## src/core/rst_bank_map.svh

```systemverilog
// Register offsets, field layouts and reset values of the soft reset request bank
`ifndef RST_BANK_MAP_SVH
`define RST_BANK_MAP_SVH
`define DISP_OFFSET 12'h30C
`define USB_OFFSET 12'h310
`define STOR_OFFSET 12'h314
`define NEXT_OFFSET 12'h318
`define REQ_RESET 16'h0000
`define DISP_RW_MASK 16'h07FF
`define USB_RW_MASK 16'hFFFF
`define STOR_RW_MASK 16'h767F
`define NEXT_RW_MASK 16'hFFFF
`define MASK_MSB 31
`define MASK_LSB 16
`define REQ_MSB 15
`define ADDR_MSB 11
`define REG_COUNT 4
`define FULL_STRB 4'hF
`define DISP_REQ_MSB 10
`define VFA_BIT 0
`define DUAL_BIT 3
`endif

```

## src/core/rst_bank_pkg.sv

```systemverilog
// Types shared by the soft reset request bank
package rst_bank_pkg;
  typedef logic [15:0] req_word_t;
  typedef enum logic [1:0] {
    sel_disp,
    sel_usb,
    sel_stor,
    sel_next
  } reg_sel_t;
endpackage

```

## src/core/req_write_if.sv

```systemverilog
// Write strobe and data carried from the bus slave to each request register
`timescale 1ns/1ps
`default_nettype none
interface req_write_if;
  logic [3:0] wr_en;
  logic [15:0] wr_mask;
  logic [15:0] wr_val;
  modport source (output wr_en, output wr_mask, output wr_val);
  modport sink (input wr_en, input wr_mask, input wr_val);
endinterface
`default_nettype wire

```

## src/core/masked_req_reg.sv

```systemverilog
// One sixteen bit request register with masked writes
`timescale 1ns/1ps
`default_nettype none
`include "rst_bank_map.svh"
module masked_req_reg #(
  parameter int unsigned IDX = 0,
  parameter logic [15:0] RW_MASK = `USB_RW_MASK
) (
  input wire logic pclk,
  input wire logic presetn,
  req_write_if.sink wr,
  output logic [15:0] req_q
);
  logic [15:0] req_d;
  logic [15:0] upd;

  always_comb begin
    upd = wr.wr_en[IDX] ? (wr.wr_mask & RW_MASK) : '0;
    req_d = (req_q & ~upd) | (wr.wr_val & upd);
  end

  always_ff @(posedge pclk or negedge presetn) begin
    if (!presetn) begin
      req_q <= `REQ_RESET;
    end else begin
      req_q <= req_d;
    end
  end
endmodule
`default_nettype wire

```

## src/core/soft_reset_request_bank.sv

```systemverilog
// APB bank of masked soft reset request registers
//
// Chosen here: the APB register port.
`timescale 1ns/1ps
`default_nettype none
`include "rst_bank_map.svh"
module soft_reset_request_bank (
  input wire logic pclk,
  input wire logic presetn,
  input wire logic psel,
  input wire logic penable,
  input wire logic pwrite,
  input wire logic [11:0] paddr,
  input wire logic [31:0] pwdata,
  input wire logic [3:0] pstrb,
  output logic [31:0] prdata,
  output logic pready,
  output logic pslverr,
  output logic [10:0] disp_reset_req,
  output logic [15:0] usb_reset_req,
  output logic [15:0] stor_reset_req,
  output logic [15:0] next_reset_req,
  output logic video_fabric_axi_reset_request,
  output logic dual_role_usb_reset_request
);
  // ****************************************************
  // Address decode
  // ****************************************************
  req_write_if wr ();
  logic hit;
  rst_bank_pkg::reg_sel_t sel;
  logic [15:0] req_q [`REG_COUNT];
  logic [15:0] rd_word;
  logic [31:0] prdata_d;
  logic [31:0] prdata_q;
  logic access;

  assign access = psel & penable;

  always_comb begin
    hit = 1'b1;
    sel = rst_bank_pkg::sel_disp;
    case (paddr)
      `DISP_OFFSET: sel = rst_bank_pkg::sel_disp;
      `USB_OFFSET: sel = rst_bank_pkg::sel_usb;
      `STOR_OFFSET: sel = rst_bank_pkg::sel_stor;
      `NEXT_OFFSET: sel = rst_bank_pkg::sel_next;
      default: hit = 1'b0;
    endcase
  end

  // ****************************************************
  // Write path
  // ****************************************************
  always_comb begin
    wr.wr_en = 4'h0;
    if (access && pwrite && hit && (pstrb == `FULL_STRB)) begin
      wr.wr_en[sel] = 1'b1;
    end
    wr.wr_mask = pwdata[`MASK_MSB:`MASK_LSB];
    wr.wr_val = pwdata[`REQ_MSB:0];
  end

  localparam logic [15:0] RW_MASKS [`REG_COUNT] = '{
    `DISP_RW_MASK, `USB_RW_MASK, `STOR_RW_MASK, `NEXT_RW_MASK
  };

  genvar g;
  generate
    for (g = 0; g < `REG_COUNT; g++) begin : g_reg
      masked_req_reg #(
        .IDX(g),
        .RW_MASK(RW_MASKS[g])
      ) u_reg (
        .pclk(pclk),
        .presetn(presetn),
        .wr(wr),
        .req_q(req_q[g])
      );
    end
  endgenerate

  // ****************************************************
  // Read path
  // ****************************************************
  always_comb begin
    rd_word = hit ? req_q[sel] : 16'h0000;
    prdata_d = prdata_q;
    if (psel && !penable && !pwrite) begin
      prdata_d = {16'h0000, rd_word};
    end
  end

  always_ff @(posedge pclk or negedge presetn) begin
    if (!presetn) begin
      prdata_q <= 32'h0000_0000;
    end else begin
      prdata_q <= prdata_d;
    end
  end

  assign prdata = prdata_q;
  assign pready = 1'b1;
  assign pslverr = access & ~hit;

  // ****************************************************
  // Reset outputs
  // ****************************************************
  assign disp_reset_req = req_q[0][`DISP_REQ_MSB:0];
  assign usb_reset_req = req_q[1];
  assign stor_reset_req = req_q[2];
  assign next_reset_req = req_q[3];
  assign video_fabric_axi_reset_request = req_q[0][`VFA_BIT];
  assign dual_role_usb_reset_request = req_q[1][`DUAL_BIT];
endmodule
`default_nettype wire

```

## config.mk

```make
export PLATFORM = sky130hd
export DESIGN_NAME = soft_reset_request_bank
export DESIGN_NICKNAME = d
export VERILOG_FILES = /design/src/core/rst_bank_pkg.sv /design/src/core/req_write_if.sv /design/src/core/masked_req_reg.sv /design/src/core/soft_reset_request_bank.sv
export VERILOG_INCLUDE_DIRS = /design/src /design/src/core
export SDC_FILE = /design/constraint.sdc
export NUM_CORES = 1
export LEC_CHECK = 0
export ABC_AREA = 1
export BUFFER_PORTS_ARGS = -buffer_cell sky130_fd_sc_hd__clkbuf_2
export CELL_PAD_IN_SITES_DETAIL_PLACEMENT = 0
export CELL_PAD_IN_SITES_GLOBAL_PLACEMENT = 1
export CORE_ASPECT_RATIO = 1.5
export CORE_MARGIN = 1.5
export CORE_UTILIZATION = 39
export CTS_BUF_LIST = sky130_fd_sc_hd__clkbuf_8
export CTS_CLUSTER_DIAMETER = 30
export DETAILED_ROUTE_END_ITERATION = 16
export HOLD_SLACK_MARGIN = 0.03
export PLACE_DENSITY_LB_ADDON = 0.15
export SLEW_MARGIN = 10
export SYNTH_ARGS = -nofsm -noshare
export SYNTH_HDL_FRONTEND = slang
export SYNTH_HIERARCHICAL = 1
export SYNTH_SLANG_ARGS = --single-unit
```

## constraint.sdc

```tcl
create_clock -name pclk -period 1.9 [get_ports pclk]
set_clock_uncertainty 0.05 [all_clocks]
set_input_delay 0.095 -clock pclk [delete_from_list [all_inputs] [get_ports pclk]]
set_output_delay 0.095 -clock pclk [all_outputs]
set_load 0.02 [all_outputs]
```

==> impl_results.md <==
* Post-synth top area cell: dfrtp_1
* Routed via count at 4,253
* Area of the multi-input gates at 0.00185 mm²
* Reg2reg setup slack at 0.85 ns
* Async S/R FF share, synth at 1.00
* WP data required at 2.10 ns
* DRC errors left at 0
* Diodes inserted at 0
* Grt ovf at 0
* Share of layout cells above drive strength 1 at 0.260
* Post-DP HPWL at 8590 µm
* Critical Path Sink Type: flop
* Seq. cell area at 0.00178 mm²
* MaxCap Viol Count at 0
* Dominant synthesized flop cell: dfrtp_1
* Final Slew Violations at 0
* Fmax at 538 MHz
* Initial antenna violation count at 0
* First-pass GRT wire length at 19,500 µm
* Rel. slew slack at 0.664
* CP Class: in2reg
* Cells after Synth at 567
* Crit-path max FO at 12
* I/O Pins at 148
* Area share of the largest cell type after synthesis at 0.435
* Starting Density at 0.403
* HP Class: in2async
* Crit path launch type: input pin
* Worst hold slack at 0.204 ns
* Outcome: finished, final reports clean
* Synth warn at 6
* Routed Antenna Nets at 0
* FILL cells at 1,009
* Number of vias per cell at 4.87
* Worst skew pair latency at 0.35 ns
* Non-filler cells in the finished layout at 874
* Routed len/inst at 14.0 µm
* Hold violation total from the final report at 0
* Area Overhead vs Synth at 34.0%
* Row count at 45
* Final Net Count at 806
* RSZ-0062 raised after global routing: true
* Die ar. at 0.0111 mm²
* Seq cells post-synth at 71
* I/O Buffers at 126
* Tcrit/Tclk final at 0.978
* Post-Syn Area at 0.00409 mm²
* Worst endpoint data arrival time at 2.06 ns
* Die Span X at 86.6 µm
* Slew @ Worst Pin at 0.505 ns
* Most area-consuming cells after synthesis: dfrtp_1, nand2_1, nand3_1, buf_4, inv_1
* TNS Setup at 0 ns
* Core region area at 0.0101 mm²
* TritonRoute pass-1 iters at 4
* Htree depth at 3
* Synth cell count leaders: nand2_1, nand3_1, dfrtp_1
* Leakage power at 3.03 nW
* Most frequent cell after synthesis: nand2_1
* Vias in the first global route at 3,941
* Peak VDD IR at 310 µV
* Die Span Y at 128 µm
* Placed Cells at 805
* Reg clk slew, reported paths at 0.07 ns
* CTS tree: done
* Largest net degree at the start of global routing at 37
* Root Driver: clkbuf_8
* Netlist cell types at 19
* Initial DRC count at 151
* Clock Sink Count at 71
* Global-route usage over all layers at 0.229
* Final worst path period need at 1.86 ns
* Post-Route WL at 12,200 µm
* Number of synthesized flops with an enable pin at 0
* Final Wtd Congestion at 0.782
* Sequential fraction of the synthesis area at 0.435
* TritonCTS Buffers at 9
* Clock Tree Buf Depth at 2
* P per Cell Area at 551 mW/mm²
* Final setup fails at 0
* Mean post-synth cell area at 7.20 µm²
[cell families after synthesis]
group | Yosys count | share of synthesized area
buffers and inverters | 90 | 0.137
other | 4 | 0.00367
and+or+nand+nor | 401 | 0.422
AOI/OAI and AO/OA | 1 | 0.00214
DFF | 71 | 0.435
[timing repair]
action / in CTS / in global routing
hold buffers: 44 / 0
endpoints found under the setup margin: 0 / 11
resized for setup: 0 / 6
hold endpoints to repair: 90 / 0
buffers inserted: 0 / 10
[stage by stage]
stage	instance area [µm²]	setup WS, ns	total power [mW]	utilization
finish	5470	0.0420	3.01	0.540
global route	5470	-0.0380	3.13	0.540
CTS	5380	0.0154	3.05	0.531
detailed placement	4740	0.0965	1.76	0.468
global placement	4740	0.156	1.76	0.468
floorplan	4170	0.0761	1.65	-
[cell usage in the layout (no fill, tap or decap), types with 3 or more instances in the layout]
cell type,instances
nand3_1,121
buf_4,29
nor2_4,3
inv_1,40
dfrtp_1,71
dlygate4sd3_1,44
nor2_1,8
conb_1,26
clkbuf_8,11
nand2_1,248
clkbuf_2,125
nand2_2,13
nor2_2,6
[path summary, 6_finish.rpt]
| check | from | endpoint | cells past startpoint |
|---|---|---|---|
| max | paddr[11] | flop | 12 |
| min | presetn | asynchronous set/reset pin | 2 |
| max reg2reg | flop | prdata[4]$_DFFE_PN0P_ | 6 |
| min reg2reg | prdata[3]$_DFFE_PN0P_ | prdata[3]$_DFFE_PN0P_ | 2 |
| max in group asynchronous | presetn | asynchronous set/reset pin | 3 |
| min in group pclk | psel | prdata[3]$_DFFE_PN0P_ | 5 |
[layout make-up]
| cell class | instances | share of cell area |
|---|---|---|
| clock buffer | 11 | 0.0277 |
| multi-input combinational | 428 | 0.338 |
| timing repair buffer | 202 | 0.246 |
| sequential | 71 | 0.325 |
| tap | 117 | 0.0267 |
| inverter | 41 | 0.0283 |
| clock inverter | 4 | 0.00846 |
[power by group]
part           switching (mW)  internal [mW]
Clock                   0.565          0.664
Combinational           0.171          0.103
Sequential          0.0000841           1.51
Total                   0.736           2.28
[critical path, cell delays in order]
cell and delay (ns):
clkbuf_2 0.08, nor2_1 0.09, nand2_1 0.09, nor2_4 0.18, nand2_2 0.08, buf_4 0.20, o2111ai_1 0.25, inv_1 0.12
buf_4 0.20, nand3_1 0.08, dlygate4sd3_1 0.55, nand2_1 0.05
[metal layers]
layer  share of wire  global-route usage  up-vias
met5               0                   0        -
met2            0.53               0.418      123
met1            0.41               0.272     2018
met3           0.044              0.0378       11
met4           0.012              0.0712        0
li1                -                   -     2101
Note: power is estimated with default switching activity, not from simulation.
